==> src/rtl/lcdd_defs.vh <==
`ifndef LCDD_DEFS_VH
`define LCDD_DEFS_VH
// ==========================================================================
// Timing.
`define LCDD_CLK_MHZ     200
`define LCDD_NS_PER_US   1000
`define LCDD_T_INSTR_NS  26300
`define LCDD_T_HOME_NS   1080000
`define LCDD_BUSY_W      18
// ==========================================================================
// Register map and fields.
`define LCDD_A_CFG       12'h000
`define LCDD_A_STATUS    12'h004
`define LCDD_A_SETUP     12'h008
`define LCDD_CFG_RST     4'h0
`define LCDD_CFG_ISP     0
`define LCDD_CFG_CLS     1
`define LCDD_CFG_BSA     2
`define LCDD_CFG_BSB     3
// ==========================================================================
// Data targets and address limits.
`define LCDD_TGT_CHAR    2'h0
`define LCDD_TGT_GLYPH   2'h1
`define LCDD_TGT_SYM     2'h2
`define LCDD_SPACE       8'h20
`define LCDD_A_ZERO      7'h00
`define LCDD_A_ONE       7'h01
`define LCDD_L1_END      7'h27
`define LCDD_L2_BEG      7'h40
`define LCDD_L2_END      7'h67
`define LCDD_ONE_END     7'h4F
`define LCDD_CHAR_LAST   7'h7F
`define LCDD_GLYPH_MASK  7'h3F
`define LCDD_SYM_MASK    7'h0F
`define LCDD_SH_ONE      6'h01
`define LCDD_SH_LAST     6'h27
`define LCDD_CONTRAST_RST 6'h00
// ==========================================================================
// Instruction patterns.
`define LCDD_OP_CLEAR    8'b00000001
`define LCDD_OP_HOME     8'b0000001?
`define LCDD_OP_EMODE    8'b000001??
`define LCDD_OP_DISP     8'b00001???
`define LCDD_OP_SHOSC    8'b0001????
`define LCDD_OP_FSET     8'b001?????
`define LCDD_OP_SYM      8'b0100????
`define LCDD_OP_PWR      8'b0101????
`define LCDD_OP_FOL      8'b0110????
`define LCDD_OP_CON      8'b0111????
`define LCDD_OP_CHAR     8'b1???????
`endif

==> src/rtl/lcdd_decoder.v <==
// Decided for this implementation: the APB interface to the registers and the address map.
`timescale 1ns/1ps
`include "lcdd_defs.vh"
// What this block does
// - Clear fills character RAM with spaces, zeroes counter, homes cursor, sets increment.
// - Return home zeroes counter and undoes display shift, RAM kept.
// - RAM access steps counter up when incr_direction high, down when low.
// - Data access shifts display only on character RAM write with shift-on-write enabled.
// - Panel on, cursor on and cursor blink bits are held.
// - Cursor shift steps counter by direction; display shift leaves counter alone.
// - Two-line cursor wraps from line one end onto line two; shift hits all lines.
// - bus_width_sel selects 8-bit bus or 4-bit bus of two nibbles.
// - line_count_sel picks lines; tall font in one line with instr_set_pin low limits addresses to 27H.
// - table_select chooses extension or normal instruction table.
// - Glyph address set loads 6-bit counter and targets glyph RAM.
// - Character address ranges follow one-line or two-line mode.
// - Status read gives busy flag and counter; busy refuses new instructions.
// - Data accesses target the RAM chosen by the last address set.
// - Counter steps by one after each data write.
// - First read without prior address set returns a stale byte.
// - bias_select picks quarter or fifth bias unless external resistors used.
// - osc_trim adjusts the oscillator only when clock_source_sel is high.
// - Symbol address set loads 4-bit address in extension table.
// - Power command sets symbol layer, and pump and top contrast bits under internal follower.
// - Follower command sets amplifier enable and ratio under internal follower.
// - Contrast assembled from two plus four bits, internal follower only.
// - Extension table usable only when instr_set_pin is low.
// - Busy lasts 26.3 us normally and 1.08 ms for clear and home.
module lcdd_decoder #(
  parameter BUSY_INSTR = (`LCDD_T_INSTR_NS * `LCDD_CLK_MHZ + `LCDD_NS_PER_US - 1)
                         / `LCDD_NS_PER_US,
  parameter BUSY_HOME  = (`LCDD_T_HOME_NS * `LCDD_CLK_MHZ + `LCDD_NS_PER_US - 1)
                         / `LCDD_NS_PER_US
) (
  // Clock and reset.
  input  wire        pclk,
  input  wire        presetn,
  // APB slave.
  input  wire        psel,
  input  wire        penable,
  input  wire        pwrite,
  input  wire [11:0] paddr,
  input  wire [31:0] pwdata,
  output reg  [31:0] prdata,
  output reg         pready,
  output reg         pslverr,
  // Host instruction bus.
  input  wire        host_strobe,
  input  wire        reg_select,
  input  wire        host_read,
  input  wire [7:0]  host_db_in,
  output reg  [7:0]  host_db_out,
  output reg         host_db_oe,
  // Display state.
  output reg         busy_flag,
  output reg  [6:0]  addr_counter,
  output reg         panel_on,
  output reg         cursor_on,
  output reg         cursor_blink_on,
  output reg  [5:0]  shift_offset,
  output reg         two_line_mode,
  output reg         tall_font_mode,
  // Analog configuration.
  output reg         bias_quarter,
  output reg  [2:0]  osc_trim_eff,
  output reg         symbol_layer_on,
  output reg         pump_enable,
  output reg         buffer_amp_enable,
  output reg  [2:0]  amp_ratio,
  output reg  [5:0]  contrast_level
);

  // ==========================================================================
  // State.
  reg [7:0]  char_ram [0:127];
  reg [7:0]  glyph_ram [0:63];
  reg [7:0]  symbol_ram [0:15];
  reg [3:0]  cfg;
  reg [`LCDD_BUSY_W-1:0] busy_cnt;
  reg [1:0]  target;
  reg        incr_direction;
  reg        display_shift_on_write;
  reg        bus_width_sel;
  reg        line_count_sel;
  reg        tall_font_sel;
  reg        table_select;
  reg        bias_select;
  reg [2:0]  osc_trim;
  reg        nib_second;
  reg [3:0]  nib_hold;
  reg [7:0]  rd_latch;
  reg        refill;
  reg        clr_active;
  reg [6:0]  clr_idx;
  reg [7:0]  instr_reg;
  reg        wr_go;
  reg [6:0]  wr_addr;
  reg [1:0]  wr_tgt;

  wire       instr_set_pin    = cfg[`LCDD_CFG_ISP];
  wire       clock_source_sel = cfg[`LCDD_CFG_CLS];
  wire       bias_source_sel  = cfg[`LCDD_CFG_BSA];
  wire       bias_source_sel_b = cfg[`LCDD_CFG_BSB];
  wire       int_follower = ~bias_source_sel & ~bias_source_sel_b;
  wire       ext_resistor = bias_source_sel & bias_source_sel_b;
  wire       tall_eff = tall_font_sel & ~line_count_sel & ~instr_set_pin;
  wire       ext_table = table_select & ~instr_set_pin;

  // ==========================================================================
  // Host byte assembly.
  wire       status_rd = ~reg_select & host_read;
  wire       take = host_strobe & (status_rd | ~busy_flag);
  wire       byte_done = take & (bus_width_sel | nib_second);
  wire [7:0] host_byte = bus_width_sel ? host_db_in : {nib_hold, host_db_in[7:4]};
  wire [7:0] rd_value = status_rd ? {busy_flag, addr_counter} : rd_latch;

  // ==========================================================================
  // Counter stepping and RAM read.
  function [6:0] lcdd_step;
    input [6:0] a;
    input       up;
    input [1:0] t;
    input       two;
    input       tall;
    reg   [6:0] lim;
    begin
      lim = tall ? `LCDD_L1_END : `LCDD_ONE_END;
      if (t == `LCDD_TGT_GLYPH) begin
        lcdd_step = (up ? a + `LCDD_A_ONE : a - `LCDD_A_ONE) & `LCDD_GLYPH_MASK;
      end else if (t == `LCDD_TGT_SYM) begin
        lcdd_step = (up ? a + `LCDD_A_ONE : a - `LCDD_A_ONE) & `LCDD_SYM_MASK;
      end else if (two) begin
        if (up) begin
          lcdd_step = (a == `LCDD_L1_END) ? `LCDD_L2_BEG :
                      (a == `LCDD_L2_END) ? `LCDD_A_ZERO : a + `LCDD_A_ONE;
        end else begin
          lcdd_step = (a == `LCDD_L2_BEG) ? `LCDD_L1_END :
                      (a == `LCDD_A_ZERO) ? `LCDD_L2_END : a - `LCDD_A_ONE;
        end
      end else if (up) begin
        lcdd_step = (a == lim) ? `LCDD_A_ZERO : a + `LCDD_A_ONE;
      end else begin
        lcdd_step = (a == `LCDD_A_ZERO) ? lim : a - `LCDD_A_ONE;
      end
    end
  endfunction

  function [5:0] lcdd_shift;
    input [5:0] s;
    input       left;
    begin
      if (left) begin
        lcdd_shift = (s == `LCDD_SH_LAST) ? 6'h00 : s + `LCDD_SH_ONE;
      end else begin
        lcdd_shift = (s == 6'h00) ? `LCDD_SH_LAST : s - `LCDD_SH_ONE;
      end
    end
  endfunction

  wire [6:0] ac_next = lcdd_step(addr_counter, incr_direction, target,
                                 line_count_sel, tall_eff);
  wire [7:0] ram_rd = (target == `LCDD_TGT_GLYPH) ? glyph_ram[addr_counter[5:0]] :
                      (target == `LCDD_TGT_SYM) ? symbol_ram[addr_counter[3:0]] :
                      char_ram[addr_counter];

  // ==========================================================================
  // RAM writes.
  always @(posedge pclk) begin
    if (clr_active) begin
      char_ram[clr_idx] <= `LCDD_SPACE;
    end else if (wr_go && wr_tgt == `LCDD_TGT_CHAR) begin
      char_ram[wr_addr] <= instr_reg;
    end
    if (wr_go && wr_tgt == `LCDD_TGT_GLYPH) begin
      glyph_ram[wr_addr[5:0]] <= instr_reg;
    end
    if (wr_go && wr_tgt == `LCDD_TGT_SYM) begin
      symbol_ram[wr_addr[3:0]] <= instr_reg;
    end
  end

  // ==========================================================================
  // APB slave.
  always @(posedge pclk or negedge presetn) begin
    if (!presetn) begin
      cfg     <= `LCDD_CFG_RST;
      prdata  <= 32'h0000_0000;
      pready  <= 1'b0;
      pslverr <= 1'b0;
    end else begin
      pready  <= psel & penable & ~pready;
      pslverr <= 1'b0;
      prdata  <= 32'h0000_0000;
      if (psel && penable && pready && pwrite && paddr == `LCDD_A_CFG) begin
        cfg <= pwdata[3:0];
      end
      if (psel && penable && !pready) begin
        case (paddr)
          `LCDD_A_CFG: begin
            prdata <= {28'h0000000, cfg};
          end
          `LCDD_A_STATUS: begin
            prdata <= {14'h0000, shift_offset, target, incr_direction, nib_second,
                       busy_flag, addr_counter};
          end
          `LCDD_A_SETUP: begin
            prdata <= {8'h00, contrast_level, amp_ratio, buffer_amp_enable, pump_enable,
                       symbol_layer_on, osc_trim, bias_select, table_select,
                       tall_font_sel, line_count_sel, bus_width_sel,
                       display_shift_on_write, cursor_blink_on, cursor_on, panel_on};
          end
          default: begin
            pslverr <= 1'b1;
          end
        endcase
      end
    end
  end

  // ==========================================================================
  // Instruction interpreter.
  always @(posedge pclk or negedge presetn) begin
    if (!presetn) begin
      busy_cnt <= {`LCDD_BUSY_W{1'b0}};
      busy_flag <= 1'b0;
      addr_counter <= `LCDD_A_ZERO;
      target <= `LCDD_TGT_CHAR;
      incr_direction <= 1'b1;
      display_shift_on_write <= 1'b0;
      panel_on <= 1'b0;
      cursor_on <= 1'b0;
      cursor_blink_on <= 1'b0;
      shift_offset <= 6'h00;
      bus_width_sel <= 1'b1;
      line_count_sel <= 1'b0;
      tall_font_sel <= 1'b0;
      table_select <= 1'b0;
      bias_select <= 1'b0;
      osc_trim <= 3'h0;
      symbol_layer_on <= 1'b0;
      pump_enable <= 1'b0;
      buffer_amp_enable <= 1'b0;
      amp_ratio <= 3'h0;
      contrast_level <= `LCDD_CONTRAST_RST;
      nib_second <= 1'b0;
      nib_hold <= 4'h0;
      rd_latch <= 8'h00;
      refill <= 1'b0;
      clr_active <= 1'b0;
      clr_idx <= `LCDD_A_ZERO;
      instr_reg <= 8'h00;
      wr_go <= 1'b0;
      wr_addr <= `LCDD_A_ZERO;
      wr_tgt <= `LCDD_TGT_CHAR;
      host_db_out <= 8'h00;
      host_db_oe <= 1'b0;
      two_line_mode <= 1'b0;
      tall_font_mode <= 1'b0;
      bias_quarter <= 1'b0;
      osc_trim_eff <= 3'h0;
    end else begin
      wr_go <= 1'b0;
      refill <= 1'b0;
      two_line_mode <= line_count_sel;
      tall_font_mode <= tall_eff;
      bias_quarter <= bias_select & ~ext_resistor;
      osc_trim_eff <= clock_source_sel ? osc_trim : 3'h0;
      if (refill) begin
        rd_latch <= ram_rd;
      end
      if (clr_active) begin
        clr_idx <= clr_idx + `LCDD_A_ONE;
        clr_active <= (clr_idx != `LCDD_CHAR_LAST);
      end
      if (busy_cnt != {`LCDD_BUSY_W{1'b0}}) begin
        busy_cnt <= busy_cnt - 1'b1;
        busy_flag <= (busy_cnt != {{(`LCDD_BUSY_W-1){1'b0}}, 1'b1});
      end
      if (take) begin
        if (!bus_width_sel && !nib_second) begin
          nib_second <= 1'b1;
          nib_hold <= host_db_in[7:4];
          if (host_read) begin
            host_db_out <= {rd_value[7:4], 4'h0};
            nib_hold <= rd_value[3:0];
          end
        end else begin
          nib_second <= 1'b0;
          if (host_read) begin
            host_db_out <= bus_width_sel ? rd_value : {nib_hold, 4'h0};
          end
        end
        host_db_oe <= host_read;
      end
      if (byte_done && !status_rd) begin
        busy_flag <= 1'b1;
        busy_cnt <= BUSY_INSTR[`LCDD_BUSY_W-1:0];
        instr_reg <= host_byte;
        if (reg_select && !host_read) begin
          wr_go <= 1'b1;
          wr_addr <= addr_counter;
          wr_tgt <= target;
          addr_counter <= ac_next;
          if (display_shift_on_write && target == `LCDD_TGT_CHAR) begin
            shift_offset <= lcdd_shift(shift_offset, incr_direction);
          end
        end else if (reg_select) begin
          addr_counter <= ac_next;
          refill <= 1'b1;
        end else begin
          casez (host_byte)
            `LCDD_OP_CLEAR: begin
              clr_active <= 1'b1;
              clr_idx <= `LCDD_A_ZERO;
              addr_counter <= `LCDD_A_ZERO;
              target <= `LCDD_TGT_CHAR;
              shift_offset <= 6'h00;
              incr_direction <= 1'b1;
              busy_cnt <= BUSY_HOME[`LCDD_BUSY_W-1:0];
            end
            `LCDD_OP_HOME: begin
              addr_counter <= `LCDD_A_ZERO;
              target <= `LCDD_TGT_CHAR;
              shift_offset <= 6'h00;
              busy_cnt <= BUSY_HOME[`LCDD_BUSY_W-1:0];
            end
            `LCDD_OP_EMODE: begin
              incr_direction <= host_byte[1];
              display_shift_on_write <= host_byte[0];
            end
            `LCDD_OP_DISP: begin
              panel_on <= host_byte[2];
              cursor_on <= host_byte[1];
              cursor_blink_on <= host_byte[0];
            end
            `LCDD_OP_SHOSC: begin
              if (ext_table) begin
                bias_select <= host_byte[3];
                osc_trim <= host_byte[2:0];
              end else if (host_byte[3]) begin
                shift_offset <= lcdd_shift(shift_offset, ~host_byte[2]);
              end else begin
                addr_counter <= lcdd_step(addr_counter, host_byte[2], target,
                                          line_count_sel, tall_eff);
              end
            end
            `LCDD_OP_FSET: begin
              bus_width_sel <= host_byte[4];
              line_count_sel <= host_byte[3];
              tall_font_sel <= host_byte[2];
              table_select <= host_byte[0] & ~instr_set_pin;
            end
            `LCDD_OP_CHAR: begin
              addr_counter <= host_byte[6:0];
              target <= `LCDD_TGT_CHAR;
              refill <= 1'b1;
            end
            default: begin
              if (!ext_table) begin
                addr_counter <= {1'b0, host_byte[5:0]};
                target <= `LCDD_TGT_GLYPH;
                refill <= 1'b1;
              end else begin
                casez (host_byte)
                  `LCDD_OP_SYM: begin
                    addr_counter <= {3'h0, host_byte[3:0]};
                    target <= `LCDD_TGT_SYM;
                    refill <= 1'b1;
                  end
                  `LCDD_OP_PWR: begin
                    symbol_layer_on <= host_byte[3];
                    if (int_follower) begin
                      pump_enable <= host_byte[2];
                      contrast_level[5:4] <= host_byte[1:0];
                    end
                  end
                  `LCDD_OP_FOL: begin
                    if (int_follower) begin
                      buffer_amp_enable <= host_byte[3];
                      amp_ratio <= host_byte[2:0];
                    end
                  end
                  `LCDD_OP_CON: begin
                    if (int_follower) begin
                      contrast_level[3:0] <= host_byte[3:0];
                    end
                  end
                  default: begin
                    refill <= 1'b0;
                  end
                endcase
              end
            end
          endcase
        end
      end
    end
  end

endmodule

==> config.mk <==
export PLATFORM = sky130hd
export DESIGN_NAME = lcdd_decoder
export DESIGN_NICKNAME = d
export VERILOG_FILES = /design/src/rtl/lcdd_decoder.v
export VERILOG_INCLUDE_DIRS = /design/src /design/src/rtl
export SDC_FILE = /design/constraint.sdc
export NUM_CORES = 2
export LEC_CHECK = 0
export BUFFER_PORTS_ARGS = -buffer_cell sky130_fd_sc_hd__buf_2
export CAP_MARGIN = 20
export CORE_UTILIZATION = 55
export CTS_CLUSTER_SIZE = 40
export DETAILED_ROUTE_END_ITERATION = 7
export PLACE_DENSITY_LB_ADDON = 0.15
export REMOVE_ABC_BUFFERS = 1
export SYNTH_ARGS = -nofsm -noshare
export SYNTH_HDL_FRONTEND = slang
export SYNTH_SLANG_ARGS = --single-unit
==> constraint.sdc <==
create_clock -name pclk -period 5.35 [get_ports pclk]
set_input_delay 0.2675 -clock pclk [delete_from_list [all_inputs] [get_ports pclk]]
set_output_delay 0.2675 -clock pclk [all_outputs]
set_load 0.05 [all_outputs]
==> results.ini <==
[global_route]
grt_start_max_net_pins=98
use_met1=0.407
grt_antenna_before_repair=6
grt_use_total=0.285
grt_pass1_wl_microns=275000
groute.layer.met3.usage=0.0607
grt_use_met2=0.441
grt_pass1_vias=38700
grt_busiest_layer=met2
grt-ovfl-total=0

[sta]
post-route-min-period_ns=4.15
hold_viol=0
setup_slack_ns=1.20
fmax_mhz=241
slew_headroom=0.152
tns_ns=0
tightest_slew_ns=1.26
rsz0062_at_grt=no
clock_skew_ns=0.0241
finalSetupViolCount=0
fin_crit_sh=0.777
slew_violations=0

[synth]
ys.flop_type=edfxtp_1
async_flop_share=0.0796
yosys_warnings=0
synth.distinct_cells=94
synth_commonest_cells=edfxtp_1 (1664), mux4_2 (366), nor2_1 (346)
synth_edf_count=1664
synth_area_leaders=edfxtp_1 (68%), mux4_2 (11%), dfrtp_1 (4.9%)
synth-seq-cells=1808
syn_area_sq_mm=0.0732
postSynthAreaPerCell_sq_um=18.5
netlist_instances=3964
yosysTopAreaCell=edfxtp_1
yosysSeqAreaShare=0.732
synth_top_area_frac=0.683
yosysMostFrequentCell=edfxtp_1

[floorplanning]
io_pins=138
core-area_sq_mm=0.132
initial_core_util=0.555
fp.dieArea_sq_mm=0.134
die_h_microns=367
std_cell_rows=133
fp.dieW_microns=367

[hold_path]
hold_path_class=input pin to asynchronous set/reset pin

[finish]
synthToLayoutAreaGrowth_pct=11.8
nFillCells=9260
regMostFlops=char_ram
antenna_cells=0
utilization=0.621
largest_reg_flops=1024
drive_gt1_frac=0.218
nNetsFinal=4243

[drt]
drc=0
dr.pass1.iters=6
detail_route.iter0.violations=4655
wire_per_inst_microns=31.3
drtAntennaViolNets=0
via_count=39700
vias_per_cell=6.53
wl_microns=190000

[placed_design]
port_buffers=101
pre_cts_ws_ns=1.36
place_hpwl_microns=118000
gp_congestion=0.890

[power_and_ir_drop]
ir_drop_uv=269
finalPower_mw=28.4
p_per_area_mw_per_mm2=347
power.leakage_nw=23.8

[cts]
tritoncts=yes
clock_sinks=1808
cts_root_buf=clkbuf_16
cts_setup_buffers=0
numCtsBuffers=182
clk-insertion-delay-late_ns=0.82
clock_path_buffers=3
htree_levels=4
clkTransAtPathRegs_ns=0.06

[setup_path]
critical_path_class=flip-flop to flip-flop
endpoint_kind=flip-flop
start_kind=flip-flop
critPathMaxFanout=12
reg2reg_from=wr_tgt[1]
required_ns=5.78
crit_arrival_ns=4.58
startpoint=wr_tgt[1]

[run]
cap_viol_max_count=0

[outcome]
status=finished, final reports clean

## layer usage
layer  part of all wire  vias up  routed length, microns
met5            0.00014        -                      27
met4              0.033        4                    6310
met3              0.097      341                   18400
met2               0.47     2132                   90100
met1               0.40    20800                   75500
li1                   -    16500                       -
## final timing paths
path / to / slack, ns / cells after the start
setup / recovery: char_ram[14][0] / 1.20 / 7
min in group pclk: busy_cnt[0] / 0.06 / 4
hold / removal: tall_font_mode / 0.06 / 2
max in group asynchronous: instr_reg[2] / 3.91 / 3
hold reg to reg: host_db_out[5] / 0.49 / 2
setup reg to reg: char_ram[14][0] / 1.20 / 7
## layout make-up
class | count | area [sq um] | area share
clock inverters | 110 | 1190 | 0.0145
multi-input cells | 1906 | 18000 | 0.220
inverters | 23 | 91.3 | 0.00112
clock buffers | 224 | 4840 | 0.0591
well taps | 1755 | 2200 | 0.0268
repair buffers | 254 | 1890 | 0.0231
flip-flops and latches | 1808 | 53600 | 0.655
## timing repair
item | CTS | global route
hold buffers | 28 | 0
hold endpoints to repair | 115 | 0
gates resized for setup | 0 | 0
## critical path, cell delays in order, from the launching register on
cell and delay [ns]:
dfrtp_1 0.39, nand2b_1 0.26, nor3_2 0.70, buf_4 0.28
nand3b_1 0.08, o21ai_1 0.71, nand2_1 0.53, nor2_1 0.82
## cells by family (layout without fill, tap and decap cells)
logic type	after synthesis	in the layout	share of synthesized area
AO/OA/AOI/OAI	473	473	0.0435
XOR/XNOR	27	27	0.00323
adder cells (fa/ha/maj)	8	8	0.00137
buffers and inverters	257	611	0.0235
flip-flops	1808	1808	0.732
multiplexers	591	591	0.147
other	1	8	0.0000513
AND/OR/NAND/NOR	799	799	0.0493
## layout by cell type, fill, tap and decap left out, types with 14 or more instances in the layout
cell	synthesis	routed
a22o_1	14	14
mux4_2	366	366
or3_1	14	14
nand3b_1	15	15
bufinv_16	0	23
mux2_2	25	25
nand2b_1	20	19
clkinv_2	0	30
o21ai_1	19	20
mux2i_1	185	184
nand2_1	187	182
nand4_1	18	18
dlygate4sd3_1	0	28
o22ai_1	18	18
xnor2_1	18	18
and3_1	14	14
o221ai_1	14	14
o21ai_0	85	84
clkinv_1	4	41
nor3_1	41	40
nand3_1	60	60
a22oi_1	78	78
dfrtp_1	142	128
buf_4	25	112
edfxtp_1	1664	1664
clkbuf_1	83	34
a31oi_1	20	20
a221oi_1	26	26
a21oi_1	96	96
buf_2	52	100
clkbuf_16	0	186
nor2_1	346	344
inv_1	18	18
## stage by stage
step                std cells  hold slack, ns  instance area (sq um)
floorplan                3737         -0.0281                  71500
global placement         5714           0.366                  75400
detailed placement       5716           0.359                  75400
CTS                      6078         0.00207                  81800
global route             6080          0.0763                  81800
finish                   6080          0.0558                  81800
## where the power goes
part | switching [mW] | internal [mW]
logic | 0.202 | 0.0852
clock network | 5.34 | 7.53
registers | 0.0263 | 15.2
total | 5.56 | 22.8
No activity file was read; power rests on OpenSTA's default activity.
